File: src/logic/eta_consts.svh
/*
 * Constants of the embedded trigger acquisition controller: sizes,
 * register offsets, control bit positions, reset values and post-trigger fill percentages.
 * Assumes inclusion by bare name from the package, the checker and the testbench.
 */
`ifndef ETA_CONSTS_SVH
`define ETA_CONSTS_SVH

`define ETA_DEPTH 64
`define ETA_AW 6
`define ETA_PW 8
`define ETA_LEVELS 4
`define ETA_BUS_AW 4
`define ETA_BUS_DW 32

`define ETA_REG_CTRL 4'h0
`define ETA_REG_CFG 4'h1
`define ETA_REG_CMP_LO 4'h2
`define ETA_REG_CMP_HI 4'h3
`define ETA_REG_SEG 4'h4
`define ETA_REG_STATUS 4'h5
`define ETA_REG_DATA 4'h6
`define ETA_REG_COND0 4'h8

`define ETA_COND_TRIG_IN 4
`define ETA_COND_QUAL 5
`define ETA_COND_PLAIN 6
`define ETA_NCOND 7

`define ETA_CTRL_START 0
`define ETA_CTRL_FORCE 1
`define ETA_CTRL_ABORT 2

`define ETA_CFG_W 14
`define ETA_CFG_RST 14'h0000
`define ETA_COND_RST 16'h0000
`define ETA_SEG_M_RST 8'h04
`define ETA_SEG_N_RST 8'h10

`define ETA_POST_PCT_LO 12
`define ETA_POST_PCT_MID 50
`define ETA_POST_PCT_HI 88

`endif

File: src/logic/eta_pkg.sv
/*
 * Types of the embedded trigger acquisition controller.
 * Assumes eta_consts.svh on the include path.
 */
`include "eta_consts.svh"

package eta_pkg;

    typedef enum logic [3:0] {
        PH_READY = 4'h0,
        PH_WAIT_CLK = 4'h1,
        PH_PRE_FILL = 4'h2,
        PH_TRIG_IN = 4'h3,
        PH_WAIT_TRIG = 4'h4,
        PH_POST = 4'h5,
        PH_SEG_PLAIN = 4'h6,
        PH_SEG_ARM = 4'h7,
        PH_SEG_COUNT = 4'h8,
        PH_SEG_FINAL = 4'h9,
        PH_OFFLOAD = 4'hA
    } phase_t;

    typedef enum logic [1:0] {
        MATCH_AND = 2'h0,
        MATCH_OR = 2'h1,
        MATCH_CMP = 2'h2
    } match_mode_t;

    typedef struct packed {
        logic [`ETA_PW-1:0] mask;
        logic [`ETA_PW-1:0] value;
    } cond_t;

    typedef struct packed {
        match_mode_t match_mode;
        // Spare bit keeps the match field at the top of the word
        logic rsvd;
        logic power_up;
        logic segmented_path_flag;
        logic plain_path_flag;
        logic [1:0] levels_m1;
        logic trig_in_en;
        logic [1:0] post_sel;
        logic qual_disable;
        logic qual_en;
        logic segmented;
    } cfg_t;

endpackage

File: src/logic/embedded_trigger_acquisition_controller.sv
/*
 * Embedded logic-analyzer acquisition controller: samples probed signals
 * on edges of the sampling clock into an on-chip buffer, sequences through
 * the acquisition phases and offloads over the host register port.
 * Assumes the host port is driven on sys_clk_i and that sampling clock
 * and probes are asynchronous and much slower than sys_clk_i.
 */
// The register offsets and the plain strobed port were chosen for this implementation.
// Notes on behaviour
// - Triggered capture kept in memory for readout
// - Forced trigger offloads current buffer contents
// - Basic trigger and qualifier values run-time loadable
// - Comparison bounds loadable; switch to basic OR
// - Qualifier-disable setting forces continuous capture
// - Arming state: store, count segment, or final
// - Sample-count state counts n then re-arms
// - Segment limits m and n writable
// - Status flags enable plain or segmented paths
// - Report waiting-for-clock until sampling edge seen
// - Continuous non-segmented: fill buffer before triggering
// - Trigger-in condition awaited before first level
// - Trigger levels strictly in order, reported
// - Post-trigger fill of 12, 50 or 88 percent
// - Offload phase shown while host reads data
// - Idle ready until host starts analysis
// - Segmented mode skips pre-fill and post fraction
// - Power-up runs same phases, flagged as such
// - Qualified or segmented: trigger evaluated at once
`timescale 1ns/100ps

module embedded_trigger_acquisition_controller
    import eta_pkg::*;
(
    input wire logic sys_clk_i,
    input wire logic rst_i,
    input wire logic samp_clk_i,
    input wire logic [`ETA_PW-1:0] probe_i,
    input wire logic [`ETA_BUS_AW-1:0] addr_i,
    input wire logic [`ETA_BUS_DW-1:0] wr_data_i,
    input wire logic wr_i,
    input wire logic rd_i,
    output logic [`ETA_BUS_DW-1:0] rd_data_o,
    output logic [3:0] phase_o,
    output logic offload_o,
    output logic waiting_clk_o
);

    typedef struct packed {
        logic clk_s1;
        logic clk_s2;
        logic clk_s3;
        logic [`ETA_PW-1:0] prb_s1;
        logic [`ETA_PW-1:0] prb_s2;
        cfg_t cfg;
        logic [`ETA_NCOND-1:0][15:0] cond;
        logic [`ETA_PW-1:0] cmp_lo;
        logic [`ETA_PW-1:0] cmp_hi;
        logic [7:0] seg_m;
        logic [7:0] seg_n;
        phase_t phase;
        logic pu;
        logic [1:0] lvl;
        logic [2:0] last_level;
        logic [`ETA_AW-1:0] wptr;
        logic full;
        logic [`ETA_AW:0] fill;
        logic [7:0] post_cnt;
        logic [7:0] post_tgt;
        logic [7:0] segment_counter;
        logic [7:0] per_segment_sample_counter;
        logic [`ETA_AW-1:0] rd_ptr;
        logic [`ETA_AW:0] rd_left;
        logic [`ETA_DEPTH-1:0][`ETA_PW-1:0] mem;
        logic [`ETA_BUS_DW-1:0] rdata;
    } state_t;

    state_t state_reg;
    state_t state_next;

    // Basic AND, basic OR over masked bits, or interval compare
    function automatic logic cond_hit(input logic [15:0] c, input match_mode_t mode,
                                      input logic [`ETA_PW-1:0] p, input logic [`ETA_PW-1:0] lo,
                                      input logic [`ETA_PW-1:0] hi);
        cond_t cc;
        logic hit;
        cc = cond_t'(c);
        case (mode)
            MATCH_AND: hit = ((p ^ cc.value) & cc.mask) == '0;
            MATCH_OR: hit = |(~(p ^ cc.value) & cc.mask);
            MATCH_CMP: hit = (p >= lo) && (p <= hi);
            default: hit = 1'b0;
        endcase
        return hit;
    endfunction

    function automatic logic [7:0] post_target(input logic [1:0] sel);
        logic [7:0] t;
        case (sel)
            2'h1: t = 8'((`ETA_DEPTH * `ETA_POST_PCT_MID + 50) / 100);
            2'h2: t = 8'((`ETA_DEPTH * `ETA_POST_PCT_HI + 50) / 100);
            default: t = 8'((`ETA_DEPTH * `ETA_POST_PCT_LO + 50) / 100);
        endcase
        return t;
    endfunction

    logic rise;
    logic [`ETA_PW-1:0] smp;
    logic continuous;
    logic store;
    logic go_off;
    logic last_lvl;
    logic hit_lvl;
    logic hit_seg;

    always_comb begin
        state_next = state_reg;
        state_next.rdata = '0;
        go_off = 1'b0;
        store = 1'b0;
        // Edge found only from settled stages; first stage never decoded
        state_next.clk_s1 = samp_clk_i;
        state_next.clk_s2 = state_reg.clk_s1;
        state_next.clk_s3 = state_reg.clk_s2;
        // Probes assumed stable around the sampling edge, so bitwise sync is safe
        state_next.prb_s1 = probe_i;
        state_next.prb_s2 = state_reg.prb_s1;
        rise = state_reg.clk_s2 & ~state_reg.clk_s3;
        smp = state_reg.prb_s2;

        continuous = ~state_reg.cfg.qual_en | state_reg.cfg.qual_disable;
        hit_lvl = cond_hit(state_reg.cond[state_reg.lvl], state_reg.cfg.match_mode, smp,
                           state_reg.cmp_lo, state_reg.cmp_hi);
        hit_seg = cond_hit(state_reg.cond[0], state_reg.cfg.match_mode, smp,
                           state_reg.cmp_lo, state_reg.cmp_hi);
        last_lvl = state_reg.lvl == state_reg.cfg.levels_m1;

        if (rise) begin
            case (state_reg.phase)
                PH_WAIT_CLK: begin
                    if (state_reg.cfg.segmented) begin
                        state_next.phase = state_reg.cfg.plain_path_flag ? PH_SEG_PLAIN : PH_SEG_ARM;
                    end else if (continuous) begin
                        state_next.phase = PH_PRE_FILL;
                    end else begin
                        state_next.phase = state_reg.cfg.trig_in_en ? PH_TRIG_IN : PH_WAIT_TRIG;
                    end
                end
                PH_PRE_FILL: begin
                    store = 1'b1;
                    if (state_reg.fill == (`ETA_AW+1)'(`ETA_DEPTH - 1)) begin
                        state_next.phase = state_reg.cfg.trig_in_en ? PH_TRIG_IN : PH_WAIT_TRIG;
                    end
                end
                PH_TRIG_IN: begin
                    store = continuous | cond_hit(state_reg.cond[`ETA_COND_QUAL], state_reg.cfg.match_mode,
                                                  smp, state_reg.cmp_lo, state_reg.cmp_hi);
                    if (cond_hit(state_reg.cond[`ETA_COND_TRIG_IN], state_reg.cfg.match_mode, smp,
                                 state_reg.cmp_lo, state_reg.cmp_hi)) begin
                        state_next.phase = PH_WAIT_TRIG;
                    end
                end
                PH_WAIT_TRIG: begin
                    store = continuous | cond_hit(state_reg.cond[`ETA_COND_QUAL], state_reg.cfg.match_mode,
                                                  smp, state_reg.cmp_lo, state_reg.cmp_hi);
                    if (hit_lvl) begin
                        state_next.last_level = {1'b0, state_reg.lvl} + 3'h1;
                        if (last_lvl) begin
                            state_next.phase = PH_POST;
                            state_next.post_cnt = '0;
                            state_next.post_tgt = post_target(state_reg.cfg.post_sel);
                        end else begin
                            state_next.lvl = state_reg.lvl + 2'h1;
                        end
                    end
                end
                PH_POST: begin
                    store = continuous | cond_hit(state_reg.cond[`ETA_COND_QUAL], state_reg.cfg.match_mode,
                                                  smp, state_reg.cmp_lo, state_reg.cmp_hi);
                    if (store) begin
                        state_next.post_cnt = state_reg.post_cnt + 8'h01;
                    end
                    if (state_reg.post_cnt >= state_reg.post_tgt) begin
                        store = 1'b0;
                        go_off = 1'b1;
                    end
                end
                PH_SEG_PLAIN: begin
                    if (state_reg.cfg.plain_path_flag && cond_hit(state_reg.cond[`ETA_COND_PLAIN],
                            state_reg.cfg.match_mode, smp, state_reg.cmp_lo, state_reg.cmp_hi)) begin
                        store = 1'b1;
                        state_next.phase = PH_SEG_FINAL;
                        state_next.post_cnt = '0;
                        state_next.post_tgt = state_reg.seg_n - 8'h01;
                    end else if (!state_reg.cfg.plain_path_flag) begin
                        state_next.phase = PH_SEG_ARM;
                    end
                end
                PH_SEG_ARM: begin
                    if (state_reg.segment_counter > state_reg.seg_m) begin
                        store = 1'b1; // last segment triggers with n-1 more
                        state_next.phase = PH_SEG_FINAL;
                        state_next.post_cnt = '0;
                        state_next.post_tgt = state_reg.seg_n - 8'h01;
                    end else if (hit_seg && state_reg.cfg.segmented_path_flag) begin
                        store = 1'b1;
                        state_next.segment_counter = state_reg.segment_counter + 8'h01;
                        state_next.per_segment_sample_counter = 8'h01;
                        state_next.phase = PH_SEG_COUNT;
                    end
                end
                PH_SEG_COUNT: begin
                    if (state_reg.per_segment_sample_counter >= state_reg.seg_n) begin
                        state_next.per_segment_sample_counter = '0;
                        state_next.phase = state_reg.cfg.plain_path_flag ? PH_SEG_PLAIN : PH_SEG_ARM;
                    end else begin
                        store = 1'b1;
                        state_next.per_segment_sample_counter = state_reg.per_segment_sample_counter + 8'h01;
                    end
                end
                PH_SEG_FINAL: begin
                    if (state_reg.post_cnt >= state_reg.post_tgt) begin
                        go_off = 1'b1;
                    end else begin
                        store = 1'b1;
                        state_next.post_cnt = state_reg.post_cnt + 8'h01;
                    end
                end
                default: begin
                end
            endcase
        end

        if (store) begin
            state_next.mem[state_reg.wptr] = smp;
            state_next.wptr = state_reg.wptr + `ETA_AW'(1);
            if (state_reg.wptr == `ETA_AW'(`ETA_DEPTH - 1)) begin
                state_next.full = 1'b1;
            end
            if (!state_reg.fill[`ETA_AW]) begin
                state_next.fill = state_reg.fill + (`ETA_AW+1)'(1);
            end
        end

        if (wr_i) begin
            case (addr_i)
                `ETA_REG_CFG: state_next.cfg = cfg_t'(wr_data_i[`ETA_CFG_W-1:0]);
                `ETA_REG_CMP_LO: state_next.cmp_lo = wr_data_i[`ETA_PW-1:0];
                `ETA_REG_CMP_HI: state_next.cmp_hi = wr_data_i[`ETA_PW-1:0];
                `ETA_REG_SEG: begin
                    state_next.seg_m = wr_data_i[7:0];
                    state_next.seg_n = wr_data_i[15:8];
                end
                `ETA_REG_CTRL: begin
                    if (wr_data_i[`ETA_CTRL_FORCE] && state_reg.phase != PH_READY
                            && state_reg.phase != PH_OFFLOAD) begin
                        go_off = 1'b1;
                    end
                end
                default: begin
                    if (addr_i >= `ETA_REG_COND0 && addr_i < `ETA_REG_COND0 + `ETA_BUS_AW'(`ETA_NCOND)) begin
                        state_next.cond[3'(addr_i - `ETA_REG_COND0)] = wr_data_i[15:0];
                    end
                end
            endcase
        end

        if (go_off) begin
            state_next.phase = PH_OFFLOAD;
            state_next.rd_ptr = state_next.full ? state_next.wptr : '0;
            state_next.rd_left = state_next.full ? (`ETA_AW+1)'(`ETA_DEPTH) : {1'b0, state_next.wptr};
            if (!state_next.full && state_next.wptr == '0) begin
                state_next.phase = PH_READY;
            end
        end

        if (rd_i) begin
            case (addr_i)
                `ETA_REG_CTRL: state_next.rdata = '0;
                `ETA_REG_CFG: state_next.rdata = `ETA_BUS_DW'(state_reg.cfg);
                `ETA_REG_CMP_LO: state_next.rdata = `ETA_BUS_DW'(state_reg.cmp_lo);
                `ETA_REG_CMP_HI: state_next.rdata = `ETA_BUS_DW'(state_reg.cmp_hi);
                `ETA_REG_SEG: state_next.rdata = `ETA_BUS_DW'({state_reg.seg_n, state_reg.seg_m});
                `ETA_REG_STATUS: begin
                    state_next.rdata = `ETA_BUS_DW'({state_reg.rd_left, state_reg.wptr, state_reg.full,
                                                     state_reg.pu, state_reg.last_level,
                                                     state_reg.phase});
                end
                `ETA_REG_DATA: begin
                    if (state_reg.phase == PH_OFFLOAD) begin
                        state_next.rdata = `ETA_BUS_DW'(state_reg.mem[state_reg.rd_ptr]);
                        state_next.rd_ptr = state_reg.rd_ptr + `ETA_AW'(1);
                        state_next.rd_left = state_reg.rd_left - (`ETA_AW+1)'(1);
                        if (state_reg.rd_left == (`ETA_AW+1)'(1)) begin
                            state_next.phase = PH_READY;
                        end
                    end
                end
                default: begin
                    if (addr_i >= `ETA_REG_COND0 && addr_i < `ETA_REG_COND0 + `ETA_BUS_AW'(`ETA_NCOND)) begin
                        state_next.rdata = `ETA_BUS_DW'(state_reg.cond[3'(addr_i - `ETA_REG_COND0)]);
                    end
                end
            endcase
        end

        // Abort, else start, wins over any other phase change in the same cycle
        if (wr_i && addr_i == `ETA_REG_CTRL) begin
            if (wr_data_i[`ETA_CTRL_ABORT]) begin
                state_next.phase = PH_READY;
            end else if (wr_data_i[`ETA_CTRL_START]) begin
                state_next.phase = PH_WAIT_CLK;
                state_next.pu = state_next.cfg.power_up;
                state_next.lvl = '0;
                state_next.last_level = '0;
                state_next.wptr = '0;
                state_next.full = 1'b0;
                state_next.fill = '0;
                state_next.post_cnt = '0;
                state_next.segment_counter = 8'h01;
                state_next.per_segment_sample_counter = '0;
                state_next.rd_left = '0;
            end
        end
    end

    always_ff @(posedge sys_clk_i) begin
        if (rst_i) begin
            state_reg <= '0;
            state_reg.cfg <= cfg_t'(`ETA_CFG_RST);
            state_reg.seg_m <= `ETA_SEG_M_RST;
            state_reg.seg_n <= `ETA_SEG_N_RST;
            state_reg.phase <= PH_READY;
            rd_data_o <= '0;
            phase_o <= 4'h0;
            offload_o <= 1'b0;
            waiting_clk_o <= 1'b0;
        end else begin
            state_reg <= state_next;
            rd_data_o <= state_next.rdata;
            phase_o <= state_next.phase;
            offload_o <= state_next.phase == PH_OFFLOAD;
            waiting_clk_o <= state_next.phase == PH_WAIT_CLK;
        end
    end

endmodule

File: config.mk
export PLATFORM = sky130hd
export DESIGN_NAME = embedded_trigger_acquisition_controller
export DESIGN_NICKNAME = d
export VERILOG_FILES = /design/src/logic/eta_pkg.sv /design/src/logic/embedded_trigger_acquisition_controller.sv
export VERILOG_INCLUDE_DIRS = /design/src /design/src/logic
export SDC_FILE = /design/constraint.sdc
export NUM_CORES = 2
export LEC_CHECK = 0
export ABC_CLOCK_PERIOD_IN_PS = 3700
export BUFFER_PORTS_ARGS = -buffer_cell sky130_fd_sc_hd__buf_2
export CORE_AREA = 2 2 303 335
export DETAILED_ROUTE_END_ITERATION = 8
export DIE_AREA = 0 0 305 337
export MAX_ROUTING_LAYER = met4
export PLACE_DENSITY = 0.61
export SLEW_MARGIN = 30
export SYNTH_ARGS = -nofsm -noshare
export SYNTH_HDL_FRONTEND = slang
export SYNTH_SLANG_ARGS = --single-unit
File: constraint.sdc
create_clock -name sys_clk_i -period 3.7 [get_ports sys_clk_i]
set_input_delay 0 -clock sys_clk_i [delete_from_list [all_inputs] [get_ports sys_clk_i]]
set_output_delay 0 -clock sys_clk_i [all_outputs]
set_load 0.005 [all_outputs]
After elaboration in Yosys (flattened, before gate mapping)
Cells that the tools add are included.
{"block": "totals", "ff_bits": 792, "inputBits": 49, "output_inout_bits": 38, "wordCells": 338}
{"block": "classes", "add_sub_neg": 11, "magnitude_cmp": 13, "eq_ne": 31, "n_mux": 110, "bitwise_logic": 30, "n_reduce_logical": 36}
{"cell": "512-bit bitwise mux", "n": 1}
{"cell": "112-bit 2-to-1 mux", "n": 2}
{"cell": "16-bit 2-to-1 mux", "n": 14}
{"cell": "155-bit 2-to-1 mux", "n": 1}
{"cell": "22-bit one-hot mux with 7 select lines", "n": 1}
{"cell": "112-bit bitwise mux", "n": 1}
{"cell": "32-bit 2-to-1 mux", "n": 3}
{"cell": "8-bit bitwise AND", "n": 10}
{"cell": "8-bit 2-to-1 mux", "n": 9}
{"cell": "4-bit 2-to-1 mux", "n": 17}
{"cell": "13-bit 2-to-1 mux", "n": 4}
{"cell": "16-bit binary-select mux with 3-bit select", "n": 1}
{"cell": "8-bit binary-select mux with 6-bit select", "n": 1}
{"cell": "16-bit demux with 3-bit select", "n": 1}
{"cell": "8-bit demux with 6-bit select", "n": 1}
{"cell": "8-bit zero test", "n": 5}
{"cell": "8-bit NOT", "n": 5}
{"cell": "8-bit one-hot mux with 5 select lines", "n": 1}
{"cell": "8-bit OR reduction", "n": 5}
{"cell": "8-bit bitwise XOR", "n": 5}
{"cell": "7-bit 2-to-1 mux", "n": 5}
{"cell": "16-bit binary-select mux with 2-bit select", "n": 1}
{"cell": "4-bit by 3-bit equality test with 1-bit output, second input constant", "n": 7}
{"cell": "28-bit 2-to-1 mux", "n": 1}
{"cell": "other kinds (57)", "n": 129}

Depth between registers and ports, before layout
{"block": "depth", "ltp_word": 24, "mapped_depth": 16, "ltp_nobuf": 12}

Least setup slack after synthesis
OpenSTA, ideal clock, no wires.
{"block": "synth_path", "path_type": "flip-flop to flip-flop", "start": "register state_reg (netlist bit smp[0])", "end": "register state_reg[320] (netlist bit)", "setup_time_ns": 0.128, "arrival_ns": 3.447, "setup_slack_ns": 0.126, "stages_incl_launch_ff": 17, "path_buffers": 4, "synth_period_minus_slack_ns": 3.574, "cell_sequence": "dfxtp_1 buf_2 inv_1 ha_1 nand2b_1 a2111oi_0 a2bb2oi_1 or3_1 nand3b_1 a2111oi_4 a21o_1 buf_6 buf_6 or4_1 buf_2 mux2i_1 nor2_1"}
{"block": "synth_via", "elab_chain_cells": 11, "word_cells_on_any_way": 44, "classes_between": "2 x order compare; 18 x mux; 15 x bitwise; 9 x reduce/logical"}
{"element": "from (decl)", "line": "embedded_trigger_acquisition_controller.sv:77", "rtl": "state_t state_reg;"}
{"element": "from (signal assigned)", "line": "embedded_trigger_acquisition_controller.sv:338", "rtl": "state_reg <= state_next;"}
{"element": "branches (longest 11 deep; another with 8-bit >= comparator)"}
Several ways; the timed one is not identified. The select of a mux whose other input is x is not followed.
A chain may end at the register's enable or synchronous reset.

Final worst setup path
{"block": "layout_path", "start": "register state_reg[643] (netlist bit)", "end": "register state_reg[610] (netlist bit)"}
{"block": "layout_via", "elab_chain_cells": 21, "word_cells_on_any_way": 48, "classes_between": "1 x order compare; 38 x mux; 3 x bitwise; 6 x reduce/logical"}
{"element": "8-bit >= comparator (*)", "line": "embedded_trigger_acquisition_controller.sv:90", "rtl": "MATCH_CMP: hit = (p >= lo) && (p <= hi);"}
{"element": "1-bit logical AND (*)", "line": "embedded_trigger_acquisition_controller.sv:90"}
{"element": "1-bit one-hot mux with 3 select lines", "line": "embedded_trigger_acquisition_controller.sv:87", "rtl": "case (mode)"}
{"element": "1-bit 2-to-1 mux", "line": "embedded_trigger_acquisition_controller.sv:138", "rtl": "case (state_reg.phase)"}
{"element": "1-bit 2-to-1 mux", "line": "embedded_trigger_acquisition_controller.sv:137", "rtl": "if (rise) begin"}
{"element": "1-bit OR or 1-bit logical AND (tied branches)", "line": "embedded_trigger_acquisition_controller.sv:177, embedded_trigger_acquisition_controller.sv:188"}
{"element": "1-bit 2-to-1 mux, on equally long branches", "line": "embedded_trigger_acquisition_controller.sv:182, embedded_trigger_acquisition_controller.sv:188"}
{"element": "1-bit one-hot mux with 8 select lines", "line": "embedded_trigger_acquisition_controller.sv:138"}
{"element": "[... 5 more ...]"}
{"element": "4-bit 2-to-1 mux (*)", "line": "embedded_trigger_acquisition_controller.sv:267", "rtl": "if (go_off) begin"}
{"element": "4-bit 2-to-1 mux", "line": "embedded_trigger_acquisition_controller.sv:293", "rtl": "if (state_reg.rd_left == (`ETA_AW+1)'(1)) begin"}
{"element": "4-bit 2-to-1 mux", "line": "embedded_trigger_acquisition_controller.sv:289", "rtl": "if (state_reg.phase == PH_OFFLOAD) begin"}
{"element": "4-bit 2-to-1 mux", "line": "embedded_trigger_acquisition_controller.sv:277", "rtl": "case (addr_i)"}
{"element": "4-bit 2-to-1 mux (*)", "line": "embedded_trigger_acquisition_controller.sv:276", "rtl": "if (rd_i) begin"}
{"element": "32-bit 2-to-1 mux", "line": "embedded_trigger_acquisition_controller.sv:310", "rtl": "end else if (wr_data_i[`ETA_CTRL_START]) begin"}
{"element": "4-bit 2-to-1 mux", "line": "embedded_trigger_acquisition_controller.sv:308", "rtl": "if (wr_data_i[`ETA_CTRL_ABORT]) begin"}
{"element": "32-bit 2-to-1 mux (*)", "line": "embedded_trigger_acquisition_controller.sv:307", "rtl": "if (wr_i && addr_i == `ETA_REG_CTRL) begin"}
Every way passes the cells marked *; elsewhere a longest branch is shown, timed or not. The select of a mux whose other input is x is not followed.

==> summary.txt <==
outcome - finished with violations
failing checks - negative setup slack
final worst path period share - 1.00
Synth Flop Type - dfxtp_1
I/O pin count - 87
crit-path cells - inv_1, ha_4, and4_1, o211ai_1, a2bb2oi_2, or4_4, a21boi_4, a2111oi_4, clkbuf_16, buf_8, a2111oi_4, buf_4, a22oi_4, a2111oi_4, buf_4, nor4_4
register area share after synthesis - 0.418
PwrDens - 409 nW/um2
VDD IR max - 0.000292 V
Clock Latency Late Sink - 690 ps
Cell Area, Synth - 37500 um2
GRT Max-Usage Layer - met2
Worst Path Max Fanout - 8
Max Transition Viols Final - 0
CP max-delay cell - or4_4
Clock Tree Buf Depth - 3
starting density of the core - 0.376
unrepaired setup endpoints after global routing - yes
Synth Area in Simple Gates - 0.161
Congestion Overflow GR - 0
switching power - 0.00425 W
FMAX - 269 MHz
Comb power frac - 0.037
Max H-tree Level - 3
final wirelength - 113000 um
Clock power frac - 0.500
Root Driver - clkbuf_16
max reg flops - 740
antenna cells - 0
Post-Synthesis Cells - 3787
CTS sink count - 782
pin count of the biggest net entering global routing - 220
worst relative slew slack - 0.325
Overall Global Routing Usage - 0.221
via count - 29019
PortBufs - 60
Lkg Pwr - 17.5 nW
Hold Violations, Final - 0
Worst Slack Setup Final - -17.4 ps
Max stage delay on crit path - 570 ps
placed wire-length estimate - 75000 um
# fillers - 9390
worst path required time - 4200 ps
#FFs+latches synth - 782
final setup fails - 9
register share of total power - 0.463
post-synthesis xor/xnor area fraction - 0.0175
M3 GR Usage - 0.0294
Setup Skew - 48.5 ps
share of layout cells above drive strength 1 - 0.204
vias in the first global route - 27933
via/cell ratio - 5.49
met2 usage - 0.359
TritonCTS clock tree - yes
Iter 0 DRT Violations - 2671
Ys Warns - 0
maxcap violations - 0
Final min period - 3720 ps
total CTS buffers - 88
post-synthesis compound-gate area fraction - 0.0742
worst hold-check path type - input pin to register
antenna violations before repair - 0
Worst Setup End Kind - register
DRC violations left - 0
most used cell, CP - a2111oi_4
reg2reg path depth - 16
routed length per instance - 21.3 um
row count - 122
WP data arrival - 4220 ps
FFs w/ async S/R, synth - 0
Pint - 0.0141 W
CTS clk-pin slew, worst paths - 70 ps
met1 Resource Use GR - 0.283
die footprint - 103000 um2
largest family of logic cells by synthesized area - multiplexers
Yosys cell types - 82
mux share of post-synthesis cell area - 0.268
CP Class - register to register
Syn Area/Cell - 9.90 um2
gpl congestion - 0.974
setup TNS - -107 ps
Net Sw Frac - 0.232
Die W - 305 um
Nets - 4014
commonest non-fill, non-tap cell in the layout - dfxtp_1
Core Footprint - 99700 um2
first-pass GRT wire length - 172000 um
Final Util - 0.449
1st-pass router iterations - 6
WHS Path Cells - 3
Post-synth EDFFs - 0
Area growth syn-to-layout - 19.5%
Die Span Y - 337 um
worst hold margin - 54.3 ps
commonest non-fill, non-tap cells in the layout - dfxtp_1 (762), nor2_1 (613), mux2i_1 (526), nand2_1 (371), a21oi_1 (231)
Post-DRT Antenna Nets - 0
area share of fa/ha/maj cells after synthesis - 0.0174
Slew @ Worst Pin - 1010 ps
startpoint types - register
-- area by class of cell --
cell class	count	area [um2]	share of cell area
tap	1302	1630	0.0364
clock inverter	30	404	0.00902
sequential	782	15700	0.351
multi-input combinational	2607	20600	0.459
clock buffer	131	2650	0.0592
inverter	82	308	0.00687
timing repair buffer	352	3540	0.0791
-- path summary, 6_finish.rpt --
path | from | end | slack [ps]
setup / recovery | state_reg[643]$_SDFFE_PP0P_ | state_reg[610]$_SDFF_PP0_ | -20
hold / removal | probe_i[7] | state_next[778]$_SDFF_PP0_ | 50
setup reg to reg | state_reg[643]$_SDFFE_PP0P_ | state_reg[610]$_SDFF_PP0_ | -20
hold reg to reg | state_next[788]$_SDFF_PP0_ | state_next[787]$_SDFF_PP0_ | 460
-- metal layers --
metal | part of all wire | up-vias | wire length [um]
met4 | 0.033 | 0 | 3670
li1 | - | 13538 | -
met1 | 0.43 | 14369 | 48700
met3 | 0.055 | 207 | 6170
met5 | 0 | - | 0
met2 | 0.48 | 905 | 54300
-- cells in the mapped netlist (18+ instances only) --
library cell / n / area (um2)
nand2b_1: 21 / 131
ha_1: 52 / 651
nand3_1: 42 / 210
buf_4: 22 / 165
xnor2_1: 24 / 210
buf_2: 23 / 115
nor2_1: 614 / 2300
and3_1: 25 / 156
mux4_2: 200 / 4500
a22oi_1: 20 / 150
o22ai_1: 27 / 169
buf_1: 38 / 143
nand3b_1: 20 / 150
inv_1: 82 / 308
or3_1: 18 / 113
a222oi_1: 21 / 210
a21oi_1: 231 / 1160
o21ai_0: 43 / 215
dfxtp_1: 782 / 15700
clkbuf_1: 238 / 893
nor3_1: 24 / 120
nor2b_1: 34 / 213
mux2i_1: 535 / 5360
nand2_1: 372 / 1400
xor2_1: 51 / 447
-- worst max-delay path, delay by kind of cell (launching register included) --
family	cells	cell delay, ps
adder cells (fa/ha/maj)	1	260
buffers and inverters	5	800
AND/OR/NAND/NOR	3	810
AO/OA/AOI/OAI	7	1320
flip-flops	1	340
-- cell families (layout without fill, tap and decap cells) --
logic type,after synthesis,in the layout
and+or+nand+nor,1284,1284
DFF,782,782
muxes,750,750
AOI/OAI and AO/OA,436,436
buffers and inverters,407,595
xor gates and xnor gates,75,75
adders and majority gates,52,52
other,1,10
-- through the flow --
step | cells | setup WS [ps] | total power, W | cell area [um2]
2_1_floorplan | 3796 | 126 | 0.00906 | 37500
3_3_place_gp | 5077 | -85.2 | 0.00929 | 40800
3_5_place_dp | 5077 | -101 | 0.00929 | 40800
4_1_cts | 5269 | -2.69 | 0.0184 | 44200
5_1_grt | 5286 | -110 | 0.0188 | 44800
6_report | 5286 | -17.4 | 0.0183 | 44800
-- power groups by stage --
stage,clock [W],combinational (W),sequential [W]
final,0.00915,0.000678,0.00848
after detailed placement,0,0.000623,0.00866
after CTS,0.00929,0.000653,0.00848
after floorplan,0,0.000403,0.00866
after global routing,0.00963,0.000719,0.00848
after global placement,0,0.000622,0.00866
-- repair_timing --
action,CTS,global route
endpoints found under the hold margin,288,0
endpoints found under the setup margin,207,436
pin swaps,3,54
buffers inserted,0,18
cloned,0,3
gates resized for setup,12,89
hold buffers,31,0
No activity file was read; power rests on OpenSTA's default activity.
